--- src/rtl/icau_pkg.sv ---
package icau_pkg;

  // Datapath widths
  localparam int XLEN = 32;
  localparam int IMM_W = 16;
  localparam int PROD_W = 48;
  localparam int CNT_W_DEF = 32;

  // Register port
  localparam int ADDR_W = 4;
  localparam logic [ADDR_W-1:0] REG_EXC = 4'h0;
  localparam logic [ADDR_W-1:0] REG_COND = 4'h4;
  localparam logic [ADDR_W-1:0] REG_RESULT = 4'h8;
  localparam logic [ADDR_W-1:0] REG_COUNT = 4'hc;

  // Integer exception register bit positions
  localparam int EXC_SO_BIT = 31;
  localparam int EXC_OVF_BIT = 30;
  localparam int EXC_CARRY_BIT = 29;

  // First condition field bit positions (field bit 3, LT, is the MSB)
  localparam int COND_W = 4;
  localparam int COND_LT_BIT = 3;
  localparam int COND_GT_BIT = 2;
  localparam int COND_EQ_BIT = 1;
  localparam int COND_SO_BIT = 0;

  // Constants and reset values
  localparam logic [XLEN-1:0] ALL_ONES = 32'hffffffff;
  localparam logic [XLEN-1:0] ZERO_WORD = 32'h00000000;
  localparam logic [COND_W-1:0] COND_RESET = 4'h0;
  localparam logic FLAG_RESET = 1'b0;
  localparam int DEST_W = 5;

  // Operation codes from the sequencer
  typedef enum logic [3:0] {
    OP_SUBFC = 4'h0,
    OP_ADDE = 4'h1,
    OP_SUBFE = 4'h2,
    OP_ADDME = 4'h3,
    OP_SUBFME = 4'h4,
    OP_ADDZE = 4'h5,
    OP_SUBFZE = 4'h6,
    OP_NEG = 4'h7,
    OP_MULLI = 4'h8
  } icau_op_t;

endpackage : icau_pkg

--- src/rtl/icau_res_if.sv ---
`timescale 1ns/1ps
interface icau_res_if #(parameter int W = 32);
  logic [W-1:0] res;
  logic carry;
  logic ovf;
  // Arithmetic leaf drives, top consumes
  modport src (output res, output carry, output ovf);
  modport dst (input res, input carry, input ovf);
endinterface : icau_res_if

--- src/rtl/icau_adder.sv ---
`timescale 1ns/1ps
module icau_adder
  import icau_pkg::*;
#(
  parameter int W = XLEN
) (
  // Prepared operands
  input wire logic [W-1:0] opX,
  input wire logic [W-1:0] opY,
  input wire logic carryIn,
  // Result
  icau_res_if.src out
);

  logic [W:0] sumWide;

  // Sum modulo 2^W with carry out and signed overflow
  always_comb begin
    sumWide = {1'b0, opX} + {1'b0, opY} + {{W{1'b0}}, carryIn};
    out.res = sumWide[W-1:0];
    out.carry = sumWide[W];
    out.ovf = (opX[W-1] == opY[W-1]) && (sumWide[W-1] != opX[W-1]);
  end

endmodule : icau_adder

--- src/rtl/icau_mul.sv ---
`timescale 1ns/1ps
module icau_mul
  import icau_pkg::*;
#(
  parameter int W = XLEN,
  parameter int IW = IMM_W
) (
  // Operands
  input wire logic [W-1:0] firstSource,
  input wire logic [IW-1:0] signedImmediate,
  // Result
  icau_res_if.src out
);

  logic signed [W+IW-1:0] product;

  // Signed product; only the low word is kept
  always_comb begin
    product = $signed(firstSource) * $signed(signedImmediate);
    out.res = product[W-1:0];
    // Overflow when the product does not fit a signed word
    out.ovf = !((&product[W+IW-1:W-1]) || !(|product[W+IW-1:W-1]));
    out.carry = 1'b0;
  end

endmodule : icau_mul

--- src/rtl/icau_arith_unit.sv ---
`timescale 1ns/1ps
module icau_arith_unit
  import icau_pkg::*;
#(
  parameter int CNT_W = CNT_W_DEF
) (
  // Clock, reset, enable
  input wire logic mclk,
  input wire logic rst_n,
  input wire logic clkEn,
  // Sequencer request
  input wire logic opValid,
  input wire logic [3:0] opCode,
  input wire logic recordEn,
  input wire logic overflowEn,
  input wire logic [DEST_W-1:0] destIdx,
  input wire logic [XLEN-1:0] firstSourceRegister,
  input wire logic [XLEN-1:0] secondSourceRegister,
  input wire logic [IMM_W-1:0] signedImmediate,
  // Register file write-back
  output logic resValid,
  output logic [DEST_W-1:0] resDest,
  output logic [XLEN-1:0] resData,
  // Flag state
  output logic carryFlag,
  output logic overflowFlag,
  output logic summaryOverflowFlag,
  output logic [COND_W-1:0] firstConditionField,
  // Register port
  input wire logic [ADDR_W-1:0] regAddr,
  input wire logic [XLEN-1:0] regWrData,
  input wire logic regWrStb,
  input wire logic regRdStb,
  output logic [XLEN-1:0] regRdData
);

  // Condition field from a result, signed compare against zero
  function automatic logic [COND_W-1:0] condOf(input logic [XLEN-1:0] val, input logic so);
    logic [COND_W-1:0] f;
    f = COND_RESET;
    f[COND_LT_BIT] = val[XLEN-1];
    f[COND_GT_BIT] = !val[XLEN-1] && (val != ZERO_WORD);
    f[COND_EQ_BIT] = (val == ZERO_WORD);
    f[COND_SO_BIT] = so;
    return f;
  endfunction : condOf

  // Registered state
  logic resValid_r;
  logic [DEST_W-1:0] resDest_r;
  logic [XLEN-1:0] resData_r;
  logic carry_r;
  logic ovf_r;
  logic so_r;
  logic [COND_W-1:0] cond_r;
  logic [CNT_W-1:0] opCount_r;
  logic [XLEN-1:0] regRdData_r;

  // Operand preparation
  logic [XLEN-1:0] opX;
  logic [XLEN-1:0] opY;
  logic carryIn;
  logic writesCarry;
  logic isMul;
  logic knownOp;
  logic accept;

  // Selected result
  logic [XLEN-1:0] result;
  logic resOvf;
  logic resCarry;
  logic so_nxt;
  logic ovf_nxt;
  logic carry_nxt;

  // Software writes to the exception register
  logic excWrite;
  logic [XLEN-1:0] excView;

  icau_res_if #(.W(XLEN)) addBus ();
  icau_res_if #(.W(XLEN)) mulBus ();

  // Operand steering per operation
  always_comb begin
    opX = firstSourceRegister;
    opY = ZERO_WORD;
    carryIn = 1'b0;
    writesCarry = 1'b1;
    isMul = 1'b0;
    knownOp = 1'b1;
    case (icau_op_t'(opCode))
      OP_SUBFC: begin
        opX = ~firstSourceRegister;
        opY = secondSourceRegister;
        carryIn = 1'b1;
      end
      OP_ADDE: begin
        opY = secondSourceRegister;
        carryIn = carry_r;
      end
      OP_SUBFE: begin
        opX = ~firstSourceRegister;
        opY = secondSourceRegister;
        carryIn = carry_r;
      end
      OP_ADDME: begin
        opY = ALL_ONES;
        carryIn = carry_r;
      end
      OP_SUBFME: begin
        opX = ~firstSourceRegister;
        opY = ALL_ONES;
        carryIn = carry_r;
      end
      OP_ADDZE: begin
        carryIn = carry_r;
      end
      OP_SUBFZE: begin
        opX = ~firstSourceRegister;
        carryIn = carry_r;
      end
      OP_NEG: begin
        opX = ~firstSourceRegister;
        carryIn = 1'b1;
        writesCarry = 1'b0;
      end
      OP_MULLI: begin
        isMul = 1'b1;
        writesCarry = 1'b0;
      end
      default: begin
        knownOp = 1'b0;
        writesCarry = 1'b0;
      end
    endcase
  end

  icau_adder #(.W(XLEN)) uAdder (
    .opX(opX),
    .opY(opY),
    .carryIn(carryIn),
    .out(addBus.src)
  );

  icau_mul #(.W(XLEN), .IW(IMM_W)) uMul (
    .firstSource(firstSourceRegister),
    .signedImmediate(signedImmediate),
    .out(mulBus.src)
  );

  assign accept = clkEn && opValid && knownOp;
  assign excWrite = clkEn && regWrStb && (regAddr == REG_EXC);

  // Result and flag selection
  always_comb begin
    result = isMul ? mulBus.res : addBus.res;
    resOvf = isMul ? mulBus.ovf : addBus.ovf;
    resCarry = addBus.carry;
  end

  // Next flag values; an operation beats a software write on carry and overflow, summary overflow ORs the written bit with the result overflow
  always_comb begin
    carry_nxt = carry_r;
    ovf_nxt = ovf_r;
    so_nxt = so_r;
    if (excWrite) begin
      carry_nxt = regWrData[EXC_CARRY_BIT];
      ovf_nxt = regWrData[EXC_OVF_BIT];
      so_nxt = regWrData[EXC_SO_BIT];
    end
    if (accept && writesCarry) begin
      carry_nxt = resCarry;
    end
    if (accept && overflowEn) begin
      ovf_nxt = resOvf;
      so_nxt = so_nxt || resOvf;
    end
  end

  // Write-back to the register file
  always_ff @(posedge mclk or negedge rst_n) begin
    if (!rst_n) begin
      resValid_r <= 1'b0;
      resDest_r <= '0;
      resData_r <= ZERO_WORD;
    end else if (clkEn) begin
      resValid_r <= accept;
      if (accept) begin
        resDest_r <= destIdx;
        resData_r <= result;
      end
    end
  end

  // Exception register flags
  always_ff @(posedge mclk or negedge rst_n) begin
    if (!rst_n) begin
      carry_r <= FLAG_RESET;
      ovf_r <= FLAG_RESET;
      so_r <= FLAG_RESET;
    end else if (clkEn) begin
      carry_r <= carry_nxt;
      ovf_r <= ovf_nxt;
      so_r <= so_nxt;
    end
  end

  // First condition field on record variants
  always_ff @(posedge mclk or negedge rst_n) begin
    if (!rst_n) begin
      cond_r <= COND_RESET;
    end else if (clkEn && accept && recordEn) begin
      cond_r <= condOf(result, so_nxt);
    end
  end

  // Completed operation counter
  always_ff @(posedge mclk or negedge rst_n) begin
    if (!rst_n) begin
      opCount_r <= '0;
    end else if (clkEn && accept) begin
      opCount_r <= opCount_r + {{(CNT_W-1){1'b0}}, 1'b1};
    end
  end

  // Exception register as software sees it
  always_comb begin
    excView = ZERO_WORD;
    excView[EXC_SO_BIT] = so_r;
    excView[EXC_OVF_BIT] = ovf_r;
    excView[EXC_CARRY_BIT] = carry_r;
  end

  // Read port, data one cycle after the strobe
  always_ff @(posedge mclk or negedge rst_n) begin
    if (!rst_n) begin
      regRdData_r <= ZERO_WORD;
    end else if (clkEn) begin
      if (!regRdStb) begin
        regRdData_r <= ZERO_WORD;
      end else if (regAddr == REG_EXC) begin
        regRdData_r <= excView;
      end else if (regAddr == REG_COND) begin
        regRdData_r <= {{(XLEN-COND_W){1'b0}}, cond_r};
      end else if (regAddr == REG_RESULT) begin
        regRdData_r <= resData_r;
      end else if (regAddr == REG_COUNT) begin
        regRdData_r <= XLEN'(opCount_r);
      end else begin
        regRdData_r <= ZERO_WORD;
      end
    end
  end

  // Outputs straight from flops
  assign resValid = resValid_r;
  assign resDest = resDest_r;
  assign resData = resData_r;
  assign carryFlag = carry_r;
  assign overflowFlag = ovf_r;
  assign summaryOverflowFlag = so_r;
  assign firstConditionField = cond_r;
  assign regRdData = regRdData_r;

endmodule : icau_arith_unit

--- config.mk ---
export PLATFORM = sky130hd
export DESIGN_NAME = icau_arith_unit
export DESIGN_NICKNAME = d
export VERILOG_FILES = /design/src/rtl/icau_pkg.sv /design/src/rtl/icau_res_if.sv /design/src/rtl/icau_adder.sv /design/src/rtl/icau_mul.sv /design/src/rtl/icau_arith_unit.sv
export SDC_FILE = /design/constraint.sdc
export NUM_CORES = 2
export LEC_CHECK = 0
export BUFFER_PORTS_ARGS = -buffer_cell sky130_fd_sc_hd__buf_2
export CORE_MARGIN = 2
export CORE_UTILIZATION = 50
export DETAILED_ROUTE_END_ITERATION = 16
export GPL_ROUTABILITY_DRIVEN = 1
export GPL_TIMING_DRIVEN = 0
export HOLD_SLACK_MARGIN = 0.02
export PLACE_DENSITY_LB_ADDON = 0.2
export RECOVER_POWER = 100
export SLEW_MARGIN = 0
export SYNTH_ARGS = -nofsm -noshare
export SYNTH_HDL_FRONTEND = slang
export SYNTH_SLANG_ARGS = --single-unit
--- constraint.sdc ---
create_clock -name mclk -period 3.3 [get_ports mclk]
set_input_delay 0.165 -clock mclk [delete_from_list [all_inputs] [get_ports mclk]]
set_output_delay 0.165 -clock mclk [all_outputs]
set_load 0.02 [all_outputs]
======== Word level (Yosys, flattened, before mapping) ========
Cells that the tools add are included.
storage, ports and cells
  word-level logic and storage cells ...... 79
  output and inout port bits .............. 77
  register bits ........................... 109
cells by class
  mux-type cells .......................... 19
  reduce and logical (&&, ||, !) cells .... 33
  add/sub/neg operators ................... 3
  multipliers ............................. 1
  bitwise gates (word level) .............. 1
  equality and inequality tests ........... 13
operators by type and width
  operator                                        number
  two-way mux 32 bit                              7
  case mux 32 bit (2 select lines)                1
  multiplier 32 x 16 -> 48 bit                    1
  adder 32 x 32 -> 33 bit                         1
  adder 33 x 1 -> 33 bit                          1
  adder 32 x 1 -> 32 bit (second input constant)  1
  logical NOT 32 bit                              1
  NOT 32 bit                                      1
  nonzero test 32 bit                             1
  == test 4 x 3 -> 1 bit (second input constant)  5
  AND reduction 17 bit                            1
  OR reduction 17 bit                             1
  == test 4 bit (second input constant)           3
  logical AND 1 bit                               10
  two-way mux 1 bit                               10
  OR reduction 9 bit                              1
  == test 4 x 2 -> 1 bit (second input constant)  2
  logical NOT 4 bit                               2
  OR reduction 7 bit                              1
  AND reduction 2 bit                             3
  OR reduction 6 bit                              1
  OR reduction 5 bit                              1
  == test 4 x 1 -> 1 bit (second input constant)  1
  nonzero test 2 bit                              2
  7 further kinds                                 11

======== Depth between registers and ports, before layout ========
  depth in word-level cells ............... 10
  mapped depth ............................ 27
  gate-level depth less buffers ........... 25

======== Cells and area by module ========
From an unflattened synthesis, not the netlist that was laid out.
second synthesis, totals
  cells, all modules ...................... 2,894
  area total of the unflattened synthesis .. 25,773.5 µm²
by module, submodules not included
  module           area each (µm²)  cells each  times used
  icau_mul         18,178.7         2,063       1
  icau_arith_unit  5,874.4          592         1
  icau_adder       1,720.4          239         1

======== Least setup slack after synthesis ========
No wires, ideal clock.
  path kind ............................... input to register
  start point ............................. input firstSourceRegister[31]
  end point ............................... register so_r (netlist: summaryOverflowFlag)
  arrival time ............................ 6.834 ns
  stages .................................. 24
  path buffers ............................ 3
  data required time ...................... 3.176 ns
  setup slack ............................. -3.658 ns
  path through ............................ clkbuf_1 -> clkbuf_1 -> nand2_1 -> inv_1 -> fa_1 -> fa_1 -> inv_1 -> fa_1 -> fa_1 -> fa_1 -> fa_1 -> inv_1 -> ha_1 -> clkbuf_1 -> a21o_1 -> a21o_1 -> a2111oi_0 -> o21ai_0 -> o311a_1 -> nor4_2 -> nand3_1 -> or4_4 -> a31oi_2 -> o21bai_1
between the ends
  longest elaborated chain between the ends .. 9
  elaborated cells on any way between the ends .. 16
  classes of those cells .................. 2 x add/sub; 1 x mul; 2 x eq/ne; 3 x mux; 1 x bitwise; 7 x reduce/logical
RTL lines
  what                                                                                  line                    text
  start, declared                                                                       icau_arith_unit.sv:17   input wire logic [XLEN-1:0] firstSourceRegister,
  parallel branches: the longest is 6 deep, another holds multiplier 32 x 16 -> 48 bit  --
  two-way mux 1 bit (*)                                                                 icau_arith_unit.sv:157  resOvf = isMul ? mulBus.ovf : addBus.ovf;
  logical OR 1 bit (*)                                                                  icau_arith_unit.sv:176  so_nxt = so_nxt || resOvf;
  two-way mux 1 bit (*)                                                                 icau_arith_unit.sv:174  if (accept && overflowEn) begin
  end signal, assigned                                                                  icau_arith_unit.sv:204  so_r <= so_nxt;
  end, declared                                                                         icau_arith_unit.sv:54   logic so_r;
Every way passes the cells marked *.
A chain may end at the register's enable or synchronous reset.

======== Worst setup path in the final report ========
  start point ............................. input signedImmediate[13]
  end point ............................... register ovf_r (netlist: overflowFlag)
between the ends
  longest elaborated chain between the ends .. 7
  elaborated cells on any way between the ends .. 8
  classes of those cells .................. 1 x mul; 2 x mux; 5 x reduce/logical
RTL lines
  what                              line                    text
  start, declared                   icau_arith_unit.sv:19   input wire logic [IMM_W-1:0] signedImmediate,
  multiplier 32 x 16 -> 48 bit (*)  icau_mul.sv:19          product = $signed(firstSource) * $signed(signedImmediate);
  OR reduction 17 bit               icau_mul.sv:22          out.ovf = !((&product[W+IW-1:W-1]) || !(|product[W+IW-1:W-1]));
  logical NOT 1 bit                 icau_mul.sv:22
  logical OR 1 bit (*)              icau_mul.sv:22
  logical NOT 1 bit (*)             icau_mul.sv:22
  two-way mux 1 bit (*)             icau_arith_unit.sv:157
  two-way mux 1 bit (*)             icau_arith_unit.sv:174
  end signal, assigned              icau_arith_unit.sv:203  ovf_r <= ovf_nxt;
  end, declared                     icau_arith_unit.sv:53   logic ovf_r;
Mark *: on every way between the ends. The rest lies on a longest branch, timed or not.

==> summary.txt <==
Status
  • Violated checks: setup timing
  • Outcome: complete, but fails checks

Hold path
  • Hold depth: 3
  • Hold Crit Class: in -> reg

STA
  • Fin. max-slew vios: 0
  • Max Freq: 149 MHz
  • Actual slew at the worst max-slew pin: 1.46 ns
  • RSZ-0062 raised after global routing: yes
  • Final period utilization: 203%
  • Final hold vios: 0
  • Setup WS post-layout: -3.40 ns
  • Skew final: 0.00953 ns
  • Relative slew margins: 2.42%
  • Number of setup violations in the final report: 34
  • Post-route minimum period: 6.70 ns

Synth
  • Largest area contributor in the netlist: fa_1
  • Syn_nets: 3735
  • EDFF count, synth: 0
  • Seq/Total Area, Yosys: 10.6%
  • Top post-synthesis cells by area: fa_1, dfrtp_1, inv_1, ha_1, nand2_1
  • Primary FF master, synth: dfrtp_1
  • Synth Warn #: 0
  • Synth top area share: 37.8%
  • Yosys cell types: 84
  • Syn_area_per_cell: 8.70 µm²
  • Cell Area, Synth: 0.0258 mm²
  • Synth Register Bits: 109
  • Syn Inst Count: 2968
  • Async SR Flop Fraction: 100%

Detailed routing
  • DRT antenna net count: 0
  • Drt via density: 5.74
  • Drt pass-1 iters: 6
  • Iter 0 DRT Violations: 1641
  • DRC: 0
  • Via count: 22878
  • WL per Instance: 22.8 µm
  • Post-Route WL: 90800 µm

Floorplan
  • Initial Utilization: 50.5%
  • Die Area: 0.0535 mm²
  • Site row count: 83
  • Die width: 231 µm
  • Die Y: 231 µm
  • Core area: 0.0512 mm²
  • # IOs: 210

Global route
  • Initial antenna violation count: 11
  • Vias in the first global route: 23619
  • First-pass GRT wire length: 137000 µm
  • Overflow left after global routing: 0
  • Largest net degree at the start of global routing: 58
  • Total track usage: 33.9%

Worst setup path
  • Crit path max fanout: 7
  • Critical Path RT: 3.54 ns
  • CP Launch Type: input pin
  • Register-to-Register Path Depth: 14
  • Crit Path Class: in -> reg
  • CP Capture Type: flip-flop
  • CP Data Arrival Time: 6.94 ns

Clocking
  • Max clock buf depth: 2
  • Cts bufs inserted: 9
  • CTS Root Cell: clkbuf_16
  • CTS tree: yes
  • # clock sinks: 109
  • H-tree depth: 3
  • Worst-Skew Late Latency: 0.36 ns
  • Clock transition at path regs: 0.08 ns

Final layout
  • Final Non-Filler Cells: 3987
  • Layout area overhead: 26.2%
  • Fin util: 63.7%
  • Share of layout cells above drive strength 1: 21.4%
  • Final nets: 4064

Placed design
  • Routability cong.: 0.987
  • DP Wirelength: 72800 µm
  • Dpl ws: -4.84 ns
  • DP Cell Count: 3819
  • Port Buffer Count: 170

Job
  • Maxcap violations: 0
stage by stage:
stage | TNS (ns) | cell area, µm² | hold slack [ns]
6_report | -70.70 | 32600 | 0.0336
5_1_grt | -76.69 | 32600 | 0.0460
4_1_cts | -68.26 | 31600 | 0.0335
3_5_place_dp | -104.42 | 28500 | 0.299
3_3_place_gp | -102.70 | 28500 | 0.357
2_1_floorplan | -57.23 | 26800 | -0.131
critical path: stages:
cell	delay, ns
clkbuf_4	0.16
clkbuf_16	0.17
and2_4	0.14
fa_1	0.50
fa_1	0.54
fa_2	0.61
fa_2	0.44
fa_1	0.55
inv_1	0.06
fa_1	0.56
inv_1	0.06
ha_1	0.28
buf_6	0.14
buf_4	0.16
a21oi_4	0.20
o21ai_4	0.13
a21oi_2	0.20
nor3_2	0.08
a21oi_4	0.18
xor2_2	0.20
nand2_1	0.07
or4_4	0.51
or4_4	0.57
a31oi_4	0.19
o21ai_1	0.09
cell usage in the layout, fill, tap and decap left out, types with 22 or more instances in the layout:
cell type	instances
a21oi_1	66
buf_4	126
a21o_1	57
inv_2	31
o21ai_2	22
nor2_1	81
nand3_1	25
and2_4	26
ha_1	124
buf_2	50
xor2_1	55
a21oi_4	23
fa_2	32
nand2_1	400
o22ai_1	26
o21ai_0	38
inv_1	516
clkbuf_16	56
fa_1	456
clkbuf_8	28
dfrtp_1	109
and2_1	200
clkbuf_1	113
buf_6	53
a22oi_1	29
nand4_1	37
xnor2_1	62
cells in the mapped netlist, drive strengths merged (32+ instances only):
library cell  instances
a21o                 58
and2                228
xor2                 62
nand2               427
o22ai                32
dfrtp               109
inv                 548
xnor2                70
ha                  146
a21oi               106
nor2                 96
clkbuf              141
o21ai                88
nand4                37
fa                  488
path summary, 6_finish.rpt:
path | end | slack [ns] | start
worst max-delay path | overflowFlag | -3.40 | signedImmediate[13]
worst min-delay path | resDest[4] | 0.03 | destIdx[4]
worst max register to register | firstConditionField[1] | -0.80 | carryFlag
worst min register to register | resDest[2] | 0.49 | resDest[2]
max in group asynchronous | regRdData[14] | 0.60 | rst_n
min in group asynchronous | regRdData[27] | 0.69 | rst_n
metal layers:
| metal | vias to the layer above | share of wire, % | global-route usage [%] |
|---|---|---|---|
| li1 | 9944 | - | - |
| met1 | 11793 | 40 | 44.6 |
| met2 | 905 | 48 | 55.7 |
| met3 | 232 | 7.2 | 5.35 |
| met4 | 4 | 4.9 | 14.7 |
| met5 | - | 0.025 | 0 |
cells by family (layout without fill, tap and decap cells):
family / Yosys count / after routing / synth area share [%]
fa+ha+maj: 634 / 634 / 44.9
other cells: 0 / 5 / 0
flops: 109 / 109 / 10.6
buf+inv: 713 / 1047 / 10.7
mux: 21 / 21 / 0.838
compound gates: 436 / 436 / 11.2
simple gates: 923 / 923 / 17.4
xor+xnor: 132 / 132 / 4.48
cell type report:
type                       instances  area [µm²]
timing repair buffer             323        2480
buffer                           160        2150
clock inverter                     6        58.8
sequential                       109        2730
fill                            4286       18600
clock buffer                      10         239
antenna                            5        12.5
multi-input combinational       2146       22000
tap                              680         851
inverter                         548        2060
registers in the layout, summed over array words and instances (netlist names):
signal and flops:
opCount_r 32, regRdData 32, resData 32, resDest 5, firstConditionField 4, carryFlag 1, overflowFlag 1, resValid 1
summaryOverflowFlag 1
repair_timing:
| action | CTS | global route |
|---|---|---|
| gates resized for setup | 427 | 189 |
| buffers inserted | 97 | 53 |
| setup endpoints to repair | 34 | 42 |
| hold buffers | 5 | 0 |
| pin swaps | 104 | 122 |
| hold endpoints to repair | 60 | 0 |
Power is not shown: default switching activity piles up to over one toggle a cycle in this logic, so the estimate is an artifact.
